<file path="config.mk">
export PLATFORM = sky130hd
export DESIGN_NAME = audio_pll_agc_control_regs
export DESIGN_NICKNAME = d
export VERILOG_FILES = /design/src/design/audio_ctrl_pkg.sv /design/src/design/audio_pll_agc_control_regs.sv /design/src/design/driver_ramp.sv
export VERILOG_INCLUDE_DIRS = /design/src /design/src/design
export SDC_FILE = /design/constraint.sdc
export NUM_CORES = 1
export LEC_CHECK = 0
export BUFFER_PORTS_ARGS = -buffer_cell sky130_fd_sc_hd__buf_2
export CAP_MARGIN = 20
export CORE_MARGIN = 1.5
export CORE_UTILIZATION = 40
export DETAILED_ROUTE_END_ITERATION = 6
export GPL_ROUTABILITY_DRIVEN = 0
export PLACE_DENSITY = 0.64
export SYNTH_ARGS = -nofsm -noshare
export SYNTH_HDL_FRONTEND = slang
export SYNTH_HIERARCHICAL = 1
export SYNTH_SLANG_ARGS = --single-unit
</file>
<file path="constraint.sdc">
create_clock -name clock -period 14 [get_ports clock]
set_clock_uncertainty 0.2 [all_clocks]
set_input_delay 0 -clock clock [delete_from_list [all_inputs] [get_ports clock]]
set_output_delay 0 -clock clock [all_outputs]
set_load 0.02 [all_outputs]
</file>
<file path="src/design/audio_ctrl_defs.svh">
// Offsets, field limits, reset values and timing counts for the audio control bank.
// Assumes the includer runs at 200 MHz.
`ifndef AUDIO_CTRL_DEFS_SVH
`define AUDIO_CTRL_DEFS_SVH

`define ADDR_PLL_FRACTION 7'h1C
`define ADDR_CTRL_FOUR 7'h1D
`define ADDR_CTRL_FIVE 7'h1E

`define FRACTION_MAX 14'h270F
`define CEILING_MAX 7'h77
`define CEILING_RESET 7'h7F
`define HYST_NONE 2'h3

`define CLOCK_MHZ 200
`define DEB_STEP_US 500
`define DEB_STEP_CYCLES (`DEB_STEP_US * `CLOCK_MHZ)
`define RAMP_SHORT_US 1000
`define RAMP_LONG_US 5000
`define RAMP_SHORT_NOVG_US 800000
`define RAMP_LONG_NOVG_US 4000000
`define US_CYCLES 200

`endif

</file>
<file path="src/design/audio_ctrl_pkg.sv">
// Types shared by the audio control bank.
// Assumes audio_ctrl_defs.svh is available to modules.
package audio_ctrl_pkg;
    typedef struct packed {
        logic [13:0] pll_fraction_field;
    } fraction_reg_t;

    typedef struct packed {
        logic record_gain_step_off;
        logic playback_gain_step_off;
        logic analog_sidetone_step_off;
        logic digital_sidetone_zc_off;
        logic [1:0] gain_ctrl_hysteresis;
        logic short_detect_off;
        logic short_auto_powerdown;
        logic playback_pop_speed;
        logic [1:0] playback_pop_length;
    } ctrl_four_t;

    typedef struct packed {
        logic [6:0] gain_ctrl_ceiling;
        logic [2:0] to_silence_debounce;
        logic [2:0] to_speech_debounce;
        logic driver_pop_cut_off;
        logic driver_ramp_length;
    } ctrl_five_t;

    typedef enum logic [1:0] {
        RAMP_IDLE = 2'b00,
        RAMP_RUN = 2'b01,
        RAMP_DONE = 2'b11
    } ramp_state_t;
endpackage : audio_ctrl_pkg

</file>
<file path="src/design/audio_pll_agc_control_regs.sv">
// Audio PLL fraction and AGC/driver control register bank, reached by 16-bit
// word reads and writes from the host serial port front end.
// Assumes the serial port delivers synchronous one-cycle strobes.
// Operation
// - Fraction field sits in bits 15..2; values over 9999 act as 9999.
// - Fraction reaches the PLL only while the PLL is enabled.
// - Fraction register low two bits are reserved, read zero.
// - Bits 15..13 disable record, playback and analog sidetone soft-stepping.
// - Bit 12 disables digital sidetone zero-cross gain changes.
// - Bits 10..9 pick AGC hysteresis 1, 2, 4 dB or none.
// - Bit 8 turns short-circuit detection off.
// - Bit 7 powers drivers down automatically on a detected short.
// - Read-only bit 6 reports a detected short, reset zero.
// - Read-only bit 5 reports playback pop reduction enabled.
// - Bit 4 selects fast or slow ramp; bits 3..2 long or short.
// - Bits 15..9 cap AGC gain in 0.5 dB steps, max 59.5 dB.
// - Bits 8..6 set speech-to-silence debounce time.
// - Bits 5..3 set silence-to-speech debounce, same mapping.
// - Bit 2 of the second word disables driver pop reduction.
// - Bit 1 picks 1 ms or 5 ms ramp, 0.8 s or 4 s without ground.
`timescale 1ns/1ps
`default_nettype none
`include "audio_ctrl_defs.svh"
module audio_pll_agc_control_regs
    import audio_ctrl_pkg::*;
(
    // Clock and reset
    input wire logic clock,
    input wire logic rst_n,
    // Register access from the serial port
    input wire logic [6:0] reg_addr,
    input wire logic reg_write,
    input wire logic reg_read,
    input wire logic [15:0] reg_wdata,
    output logic [15:0] reg_rdata,
    output logic reg_rvalid,
    // Device status
    input wire logic pll_enable,
    input wire logic [1:0] page_marker,
    input wire logic short_raw,
    input wire logic playback_pop_active,
    input wire logic driver_power_up,
    input wire logic virtual_ground,
    input wire logic agc_speech_now,
    // Controls to the analog and gain logic
    output logic [13:0] pll_fraction,
    output logic [3:0] step_off,
    output logic [1:0] gain_ctrl_hysteresis,
    output logic [6:0] gain_ctrl_ceiling,
    output logic agc_speech_mode,
    output logic driver_powerdown,
    output logic short_seen_flag,
    output logic [2:0] playback_pop_cfg,
    output logic driver_ramping
);
    // 0.5 ms step; 32 ms top code needs 23 bits of count
    localparam logic [22:0] DEB_STEP = 23'(`DEB_STEP_CYCLES);

    fraction_reg_t fraction;
    ctrl_four_t four;
    ctrl_five_t five;
    logic playback_pop_cut_on;
    logic [22:0] deb_count;
    logic ramp_start;
    wire logic ramping;

    // Debounce code to 0.5 ms units: 0, 1, 2, 4, 8, 16, 32, 64
    function automatic logic [22:0] debounce_cycles(input logic [2:0] code);
        logic [6:0] units;
        units = (code == 3'h0) ? 7'h00 : 7'(7'h01 << (code - 3'h1));
        return 23'(units * DEB_STEP);
    endfunction : debounce_cycles

    // Fraction and ceiling both saturate at their top code
    function automatic logic [13:0] clamp14(input logic [13:0] v, input logic [13:0] top);
        return (v > top) ? top : v;
    endfunction : clamp14

    wire logic hit_frac = (reg_addr == `ADDR_PLL_FRACTION);
    wire logic hit_four = (reg_addr == `ADDR_CTRL_FOUR);
    wire logic hit_five = (reg_addr == `ADDR_CTRL_FIVE);
    wire logic short_event = short_raw && !four.short_detect_off;
    wire logic [13:0] frac_eff = clamp14(fraction.pll_fraction_field, `FRACTION_MAX);
    wire logic [6:0] ceil_eff = 7'(clamp14({7'h00, five.gain_ctrl_ceiling},
                                           {7'h00, `CEILING_MAX}));
    wire logic speech_target = agc_speech_now;
    wire logic [22:0] deb_limit = agc_speech_mode ? debounce_cycles(five.to_silence_debounce)
                                                  : debounce_cycles(five.to_speech_debounce);
    wire logic [15:0] rd_frac = {fraction.pll_fraction_field, 2'b00};
    wire logic [15:0] rd_four = {four.record_gain_step_off, four.playback_gain_step_off,
                                 four.analog_sidetone_step_off, four.digital_sidetone_zc_off,
                                 1'b0, four.gain_ctrl_hysteresis, four.short_detect_off,
                                 four.short_auto_powerdown, short_seen_flag,
                                 playback_pop_cut_on, four.playback_pop_speed,
                                 four.playback_pop_length, page_marker};
    wire logic [15:0] rd_five = {five, 1'b0};
    wire logic [15:0] next_rdata = hit_frac ? rd_frac : hit_four ? rd_four
                                 : hit_five ? rd_five : 16'h0000;

    // Register writes; read-only and reserved positions are never taken
    always_ff @(posedge clock) begin
        if (!rst_n) begin
            fraction <= '0;
            four <= '0;
            five <= {`CEILING_RESET, 3'h0, 3'h0, 1'b0, 1'b0};
        end else if (reg_write) begin
            if (hit_frac)
                fraction.pll_fraction_field <= reg_wdata[15:2];
            if (hit_four)
                four <= {reg_wdata[15:12], reg_wdata[10:7], reg_wdata[4:2]};
            if (hit_five)
                five <= reg_wdata[15:1];
        end
    end

    // Read port answers one cycle after the strobe
    always_ff @(posedge clock) begin
        if (!rst_n) begin
            reg_rdata <= 16'h0000;
            reg_rvalid <= 1'b0;
        end else begin
            reg_rvalid <= reg_read;
            if (reg_read)
                reg_rdata <= next_rdata;
        end
    end

    // Short flag follows live detection; driver power-down latches until cleared
    always_ff @(posedge clock) begin
        if (!rst_n) begin
            short_seen_flag <= 1'b0;
            driver_powerdown <= 1'b0;
        end else begin
            short_seen_flag <= short_event;
            if (short_event && four.short_auto_powerdown)
                driver_powerdown <= 1'b1;
            else if (!four.short_auto_powerdown || driver_power_up)
                driver_powerdown <= 1'b0;
        end
    end

    // AGC mode change only after the selected debounce has held
    always_ff @(posedge clock) begin
        if (!rst_n) begin
            agc_speech_mode <= 1'b0;
            deb_count <= 23'h0;
        end else if (speech_target == agc_speech_mode) begin
            deb_count <= 23'h0;
        end else if (deb_count >= deb_limit) begin
            agc_speech_mode <= speech_target;
            deb_count <= 23'h0;
        end else begin
            deb_count <= deb_count + 23'h1;
        end
    end

    // Registered control outputs
    always_ff @(posedge clock) begin
        if (!rst_n) begin
            pll_fraction <= 14'h0;
            step_off <= 4'h0;
            gain_ctrl_hysteresis <= 2'h0;
            gain_ctrl_ceiling <= `CEILING_MAX;
            playback_pop_cfg <= 3'h0;
            playback_pop_cut_on <= 1'b0;
            ramp_start <= 1'b0;
            driver_ramping <= 1'b0;
        end else begin
            pll_fraction <= pll_enable ? frac_eff : 14'h0;
            step_off <= {four.record_gain_step_off, four.playback_gain_step_off,
                         four.analog_sidetone_step_off,
                         four.digital_sidetone_zc_off};
            gain_ctrl_hysteresis <= four.gain_ctrl_hysteresis;
            gain_ctrl_ceiling <= ceil_eff;
            playback_pop_cfg <= {four.playback_pop_speed, four.playback_pop_length};
            playback_pop_cut_on <= playback_pop_active;
            ramp_start <= driver_power_up;
            driver_ramping <= ramping;
        end
    end

    // Ramp timer; no ramp when pop reduction is off
    driver_ramp ramp_u (
        .clock(clock),
        .rst_n(rst_n),
        .start(ramp_start),
        .pop_cut_off(five.driver_pop_cut_off),
        .long_ramp(five.driver_ramp_length),
        .virtual_ground(virtual_ground),
        .ramping(ramping)
    );

    fraction_clamp_a: assert property (@(posedge clock) disable iff (!rst_n)
        pll_enable |=> pll_fraction <= `FRACTION_MAX)
        else $error("fraction above limit");
    pll_off_a: assert property (@(posedge clock) disable iff (!rst_n)
        !pll_enable |=> pll_fraction == 14'h0)
        else $error("fraction applied with pll off");
    frac_low_a: assert property (@(posedge clock) disable iff (!rst_n)
        reg_read && hit_frac |=> reg_rdata[1:0] == 2'b00)
        else $error("reserved bits nonzero");
    step_follow_a: assert property (@(posedge clock) disable iff (!rst_n)
        reg_write && hit_four |=> ##1 step_off[3:1] == $past(reg_wdata[15:13], 2))
        else $error("step controls wrong");
    short_off_a: assert property (@(posedge clock) disable iff (!rst_n)
        four.short_detect_off |=> !short_seen_flag)
        else $error("short seen while detection off");
    auto_pd_a: assert property (@(posedge clock) disable iff (!rst_n)
        short_event && four.short_auto_powerdown |=> driver_powerdown)
        else $error("no power down on short");
    no_pd_a: assert property (@(posedge clock) disable iff (!rst_n)
        !four.short_auto_powerdown |=> !driver_powerdown)
        else $error("power down while disabled");
    ceiling_cap_a: assert property (@(posedge clock) disable iff (!rst_n)
        gain_ctrl_ceiling <= `CEILING_MAX)
        else $error("ceiling above 59.5 dB");
    five_low_a: assert property (@(posedge clock) disable iff (!rst_n)
        reg_read && hit_five |=> reg_rdata[0] == 1'b0)
        else $error("reserved bit nonzero");
    frac_apply_a: assert property (@(posedge clock) disable iff (!rst_n)
        pll_enable && (fraction.pll_fraction_field <= `FRACTION_MAX)
        |=> pll_fraction == $past(fraction.pll_fraction_field))
        else $error("fraction not applied as written");
    hyst_follow_a: assert property (@(posedge clock) disable iff (!rst_n)
        reg_write && hit_four |=> ##1 gain_ctrl_hysteresis == $past(reg_wdata[10:9], 2))
        else $error("hysteresis code wrong");
    pop_cfg_a: assert property (@(posedge clock) disable iff (!rst_n)
        reg_write && hit_four |=> ##1 playback_pop_cfg == $past(reg_wdata[4:2], 2))
        else $error("pop reduction setting wrong");
    four_status_a: assert property (@(posedge clock) disable iff (!rst_n)
        reg_read && hit_four |=> reg_rdata[11] == 1'b0
            && reg_rdata[6] == $past(short_seen_flag)
            && reg_rdata[5] == $past(playback_pop_cut_on))
        else $error("status bits wrong in readback");
    ceiling_write_a: assert property (@(posedge clock) disable iff (!rst_n)
        reg_write && hit_five |=> ##1 gain_ctrl_ceiling
            == (($past(reg_wdata[15:9], 2) > `CEILING_MAX) ? `CEILING_MAX
                : $past(reg_wdata[15:9], 2)))
        else $error("ceiling not capped as written");
    silence_now_a: assert property (@(posedge clock) disable iff (!rst_n)
        agc_speech_mode && !speech_target && (five.to_silence_debounce == 3'h0)
        |=> !agc_speech_mode)
        else $error("silence change delayed with zero debounce");
    speech_now_a: assert property (@(posedge clock) disable iff (!rst_n)
        !agc_speech_mode && speech_target && (five.to_speech_debounce == 3'h0)
        |=> agc_speech_mode)
        else $error("speech change delayed with zero debounce");
    no_ramp_a: assert property (@(posedge clock) disable iff (!rst_n)
        five.driver_pop_cut_off && !ramping |=> !ramping)
        else $error("ramp started with pop reduction off");
    unmapped_read_a: assert property (@(posedge clock) disable iff (!rst_n)
        reg_read && !(hit_frac || hit_four || hit_five) |=> reg_rdata == 16'h0000)
        else $error("unmapped read not zero");
endmodule : audio_pll_agc_control_regs
`default_nettype wire

</file>
<file path="src/design/driver_ramp.sv">
// Output driver ramp timer: counts the pop-reduction ramp after power-up.
// Assumes a 200 MHz clock and a one-cycle start pulse.
`timescale 1ns/1ps
`default_nettype none
`include "audio_ctrl_defs.svh"
module driver_ramp
    import audio_ctrl_pkg::*;
(
    // Clock and reset
    input wire logic clock,
    input wire logic rst_n,
    // Control
    input wire logic start,
    input wire logic pop_cut_off,
    input wire logic long_ramp,
    input wire logic virtual_ground,
    // Status
    output logic ramping
);
    localparam logic [31:0] US_SHORT = 32'(`RAMP_SHORT_US);
    localparam logic [31:0] US_LONG = 32'(`RAMP_LONG_US);
    localparam logic [31:0] US_SHORT_NV = 32'(`RAMP_SHORT_NOVG_US);
    localparam logic [31:0] US_LONG_NV = 32'(`RAMP_LONG_NOVG_US);
    localparam logic [7:0] US_TICKS = 8'(`US_CYCLES);

    ramp_state_t state;
    logic [7:0] tick;
    logic [31:0] us_left;
    wire logic us_pulse = (tick == US_TICKS - 8'h01);
    wire logic [31:0] ramp_us = virtual_ground ? (long_ramp ? US_LONG : US_SHORT)
                                               : (long_ramp ? US_LONG_NV : US_SHORT_NV);

    always_ff @(posedge clock) begin
        if (!rst_n) begin
            state <= RAMP_IDLE;
            tick <= 8'h00;
            us_left <= 32'h0;
        end else begin
            tick <= us_pulse ? 8'h00 : tick + 8'h01;
            case (state)
                RAMP_IDLE, RAMP_DONE: begin
                    if (start && !pop_cut_off) begin
                        state <= RAMP_RUN;
                        us_left <= ramp_us;
                    end
                end
                RAMP_RUN: begin
                    if (us_pulse) begin
                        us_left <= us_left - 32'h1;
                        if (us_left == 32'h1)
                            state <= RAMP_DONE;
                    end
                end
                default: state <= RAMP_IDLE;
            endcase
        end
    end

    assign ramping = (state == RAMP_RUN);
endmodule : driver_ramp
`default_nettype wire

</file>
# Word level (Yosys, flattened, before mapping)
# Index checks and enable logic that the tools add are counted.
# op_classes
n_addsub,5
n_mul,2
div,0
order_cmp,3
eq_ne,11
shift,2
n_mux,19
bitwise_logic,3
n_reduce_logical,24
# ops
cell,count
$mux 32,3
$pmux 32 s2,1
$mux 16,3
$mul 7x12->18 const B,2
$eq 32x1->1 const B,1
$sub 32x1->32 const B,1
$add 23x1->23 const B,1
$ge 23x23->1,1
$mux 23,1
$mux 22,1
$eq 7x5->1 const B,3
$gt 14x14->1 const B,1
$mux 14,1
$mux 7,2
$shl 1x3->7 const A,2
$mux 13,1
$reduce_and 2->1,5
$add 8x1->8 const B,1
$eq 8x8->1 const B,1
$gt 7x7->1 const B,1
$logic_not 3->1,2
$mux 2,3
$ne 2x1->1 const B,3
$reduce_and 3->1,2
14 further kinds,26
# totals
register_bits,158
latch_bits,0
ramBits,0
rom_bits,0
in_bits,35
elab_cells,102
mem_count,0

# Longest topological paths before layout
# logic_depth
depth_word,7
mapped_depth,26
ltp_nobuf,24

# Modules after synthesis
# The synthesis kept the hierarchy.
# by_module_without_submodules
module,n_inst,cells_per_inst,area_per_inst_um2
audio_pll_agc_control_regs,1,847,7524.7
driver_ramp,1,280,2309.7

# Worst setup path after synthesis
# Ideal clock, no wire load.
# synth_timing
path_kind,register to register
start,register five[4] in the netlist's numbering
end,register deb_count[6]
t_arrival_ns,5.624
required_time_ns,13.738
slack_ns,8.114
stages_incl_launch_ff,26
period_less_slack_ns,5.886
cell_sequence,dfxtp_1 clkbuf_1 nor3b_1 ha_1 ha_1 ha_1 inv_1 fa_1 inv_1 ha_1 and2_1 o2111ai_1 nand2_1 a21o_1 a21oi_1 xnor2_1 a21oi_1 ha_1 a21o_1 a21o_1 a221o_1 or4b_4 a21oi_4 o211ai_4 buf_6 nor2_2
# synth_between
elab_chain_len,7
word_cells_on_any_way,8
# synth_rtl
element,line_no,rtl
start: declaration,audio_pll_agc_control_regs.sv:61,ctrl_five_t five;
start signal: assignment,audio_pll_agc_control_regs.sv:105,"five <= {`CEILING_RESET, 3'h0, 3'h0, 1'b0, 1'b0};"
start signal: assignment,audio_pll_agc_control_regs.sv:112,five <= reg_wdata[15:1];
$sub 3x1->3,audio_pll_agc_control_regs.sv:70,units = (code == 3'h0) ? 7'h00 : 7'(7'h01 << (code - 3'h1));
$shl 1x3->7,audio_pll_agc_control_regs.sv:70,
$mux 7 (*),audio_pll_agc_control_regs.sv:70,
$mul 7x12->18 (*),audio_pll_agc_control_regs.sv:71,return 23'(units * DEB_STEP);
$mux 23 (*),audio_pll_agc_control_regs.sv:87,wire logic [22:0] deb_limit = agc_speech_mode ? debounce_cycles(five.to_silence_debounce)
$ge 23x23->1 (*),audio_pll_agc_control_regs.sv:149,end else if (deb_count >= deb_limit) begin
$reduce_or 3->1 (no source line) (*),--,
end signal: assignment,audio_pll_agc_control_regs.sv:153,deb_count <= deb_count + 23'h1;
end: declaration,audio_pll_agc_control_regs.sv:63,logic [22:0] deb_count;
# Mark *: on every way between the ends. The rest lies on a longest branch, timed or not.
# A chain may end at the register's enable or synchronous reset.

# Worst setup path after layout
# layout_timing
start,register five[6] in the netlist's numbering
end,register deb_count[5]
# Same word-level chain as after synthesis.

==> results.sh <==
export IMPL_core_area_mm2=0.0242
export IMPL_syn_avg_cell_area_um2=8.73
export IMPL_violations="design-rule violations"
export IMPL_fillCellCount=2331
export IMPL_synth_nets=1294
export IMPL_finalPower_mw=1.23
export IMPL_first_global_vias=7772
export IMPL_setup_violations=0
export IMPL_ir_drop_v=0.0000612
export IMPL_switchingPower_mw=0.419
export IMPL_grt_ovfl_total=0
export IMPL_grt_usage_pct=18.5
export IMPL_finalInstanceArea_mm2=0.0114
export IMPL_p_sw_share_pct=34.1
export IMPL_portBuffers=84
export IMPL_synth_edf_count=0
export IMPL_p_int_mw=0.811
export IMPL_r2r_cells=22
export IMPL_clkSinkCount=158
export IMPL_clkTransAtPathRegs_ns=0.08
export IMPL_antenna_cells=0
export IMPL_dieHeight_um=160
export IMPL_fin_nets=1387
export IMPL_ios=86
export IMPL_critical_path_class="reg -> reg"
export IMPL_cts_buffers=17
export IMPL_ys_warn_count=6
export IMPL_r2r_end="deb_count[5]"
export IMPL_netlist_area_leader_share_pct=32.2
export IMPL_worst_hold_slack_ns=0.0245
export IMPL_grt_max_degree=83
export IMPL_clk_path_buf_depth=2
export IMPL_end_kind="register"
export IMPL_clk_latency_ns=0.43
export IMPL_placed_cell_area_mm2=0.0105
export IMPL_required_ns=14.16
export IMPL_dpl_hpwl_um=17000
export IMPL_min_path_cells=5
export IMPL_fin_crit_sh_pct=47.7
export IMPL_hold_class="in -> reg"
export IMPL_power_frac_clock_pct=38.8
export IMPL_worstPathArrival_ns=6.84
export IMPL_synth_main_ff_cell="dfxtp_1"
export IMPL_start_util_pct=40.6
export IMPL_wl_per_cell_um=15.0
export IMPL_worst_slew_pin_transition_ns=1.03
export IMPL_synthArstFlopShare_pct=0
export IMPL_yosys_top_cells_count="158 x dfxtp_1, 122 x ha_1, 97 x nand2_1, 71 x a21oi_1, 70 x nor2_1"
export IMPL_wirelength_um=23400
export IMPL_ys_ff_latch=158
export IMPL_first_pass_iters=7
export IMPL_yosys_cell_count_top_type="dfxtp_1"
export IMPL_r2r_setup_slack_ns=7.32
export IMPL_avgViaCountPerCell=5.26
export IMPL_pwr_share_comb_pct=20.9
export IMPL_yosys_area_top_type="dfxtp_1"
export IMPL_num_vias=8195
export IMPL_pwr_share_seq_pct=40.3
export IMPL_drc_errors=1
export IMPL_cts_tree="yes"
export IMPL_syn_area_mm2=0.00983
export IMPL_syn_to_final_growth_pct=16.4
export IMPL_crit_path_max_fanout=23
export IMPL_netlist_instances=1127
export IMPL_grt_pass1_wl_um=38700
export IMPL_outcome="finished, violations left"
export IMPL_setup_tns_ns=0
export IMPL_cts_root_buffer="clkbuf_16"
export IMPL_period_needed_ns=6.68
export IMPL_drv_cap=0
export IMPL_num_rows=57
export IMPL_drtIter0Drc=649
export IMPL_worstHoldEndpoint="reg_rdata[13]"
export IMPL_maxSlewHeadroom_pct=30.6
export IMPL_die_w_um=160
export IMPL_drive_gt1_share_pct=13.1
export IMPL_fmax_ghz=0.150
export IMPL_leakagePower_nw=5.18
export IMPL_seq_area_frac_synth_pct=32.2
export IMPL_yosysUniqueCellTypes=72
export IMPL_cts_setup_buffers=0
export IMPL_slew_viol_final=0
export IMPL_power_density_mw_per_mm2=107
export IMPL_dieArea_mm2=0.0255
export IMPL_rsz0062_at_grt="false"
export IMPL_worstSetupStartpointType="register"
export IMPL_ant_nets=0
export IMPL_min_from="reg_addr[1]"
export IMPL_hold_viol=0
export IMPL_rr_startpoint="five[6]"
export IMPL_cts_max_level=4
export IMPL_synth_area_leaders="dfxtp_1 32%, ha_1 16%, nand2_1 3.7%, mux2i_1 3.7%, a21oi_1 3.6%"
export IMPL_antenna_found_initial=0
export IMPL_cts_resized=0
-- stage by stage --
| step | cells | worst slack [ns] | util, % |
|---|---|---|---|
| detailed placement | 1494 | 7.38 | 43.3 |
| global route | 1557 | 6.85 | 47.2 |
| floorplan | 1127 | 8.11 | - |
| global placement | 1494 | 7.38 | 43.3 |
| CTS | 1556 | 7.33 | 47.1 |
| finish | 1557 | 7.32 | 47.2 |
-- kinds of logic (layout without fill, tap and decap cells) --
family / count (synthesis) / in the layout / share of synthesized area [%]
flip-flops: 158 / 158 / 32.2
multiplexers: 37 / 37 / 3.78
XOR/XNOR: 61 / 61 / 5.43
AO/OA/AOI/OAI: 221 / 221 / 14.8
adder cells (fa/ha/maj): 132 / 132 / 17.6
AND/OR/NAND/NOR: 408 / 408 / 21.9
buffers and inverters: 110 / 216 / 4.43
-- sequential cells by signal, indices dropped and copies added, names as in the netlist, 2 cells and up --
| register | flops |
|---|---|
| ramp_u/us_left | 32 |
| five | 15 |
| gain_ctrl_hysteresis | 2 |
| step_off | 4 |
| fraction | 14 |
| ramp_u/tick | 8 |
| pll_fraction | 14 |
| reg_rdata | 16 |
| four | 11 |
| deb_count | 23 |
| playback_pop_cfg | 3 |
| gain_ctrl_ceiling | 7 |
| ramp_u/state | 2 |
-- final cells by class --
type                            count  area, µm²  area share (%)
Clock buffer                       17        425            3.72
Clock inverter                     15        180            1.57
Inverter                           62        233            2.03
Multi-Input combinational cell    859       6240            54.5
Sequential cell                   158       3160            27.6
Tap cell                          324        405            3.54
Timing Repair Buffer              122        801            7.00
-- how the worst max path moves through the flow --
| stage | startpoint | to | slack, ns | cells past startpoint |
|---|---|---|---|---|
| 3_5_place_dp | five[6] | deb_count[21] | 7.38 | 23 |
| 6_report | five[6] | deb_count[5] | 7.32 | 22 |
| 5_1_grt | five[6] | deb_count[6] | 6.85 | 22 |
| 4_1_cts | five[6] | deb_count[3] | 7.33 | 22 |
| 2_1_floorplan | five[4] | deb_count[6] | 8.11 | 25 |
| 3_3_place_gp | five[6] | deb_count[14] | 7.38 | 23 |
-- power by group through the flow --
stage               combinational [mW]  sequential, mW  clock (mW)
detailed placement               0.245           0.506           0
global route                     0.286           0.499       0.506
CTS                              0.252           0.496       0.486
finish                           0.257           0.495       0.477
floorplan                        0.192           0.501           0
global placement                 0.242           0.506           0
-- worst max-delay path: stages (launching register included) --
cell,delay (ns)
dfxtp_1,0.47
inv_2,0.08
nor3b_1,0.63
ha_1,0.38
ha_1,0.20
a21o_1,0.17
fa_1,0.46
ha_1,0.31
ha_1,0.37
nand2_1,0.08
a2111o_1,0.41
a21oi_1,0.20
nor3_1,0.07
o21bai_1,0.15
xnor2_1,0.12
a211oi_1,0.27
ha_1,0.28
and3_1,0.20
a221o_1,0.32
or4b_4,0.53
a21oi_4,0.17
o211ai_4,0.32
nor2_2,0.19
-- placed cells by master (no fill, tap or decap), types with 10 or more instances in the layout --
cell type,n
dlygate4sd3_1,30
a21o_1,15
buf_2,84
or3_1,20
ha_1,122
inv_1,58
nor2_2,20
nand4_1,17
and3_1,18
clkbuf_16,17
nand2b_1,15
nand2_1,97
o22ai_1,17
dfxtp_1,158
a21oi_1,71
a21boi_1,25
fa_1,10
xnor2_1,25
mux2i_1,36
nor2_1,70
and2_1,40
nor2b_1,17
nand3_1,35
xor2_1,36
o21ai_0,18
nor3_1,17
-- per-layer routing --
layer	global-route usage [%]	up-vias	share of wire [%]
met4	4.42	0	1.1
met1	25.6	3873	50
met5	0	-	0
li1	-	4168	-
met2	30.2	135	46
met3	3.09	19	3.2
-- repair_timing --
item,4_1_cts,5_1_grt
hold buffers,30,0
setup endpoints to repair,0,0
endpoints found under the hold margin,88,0
Note: power is estimated with default switching activity, not from simulation.
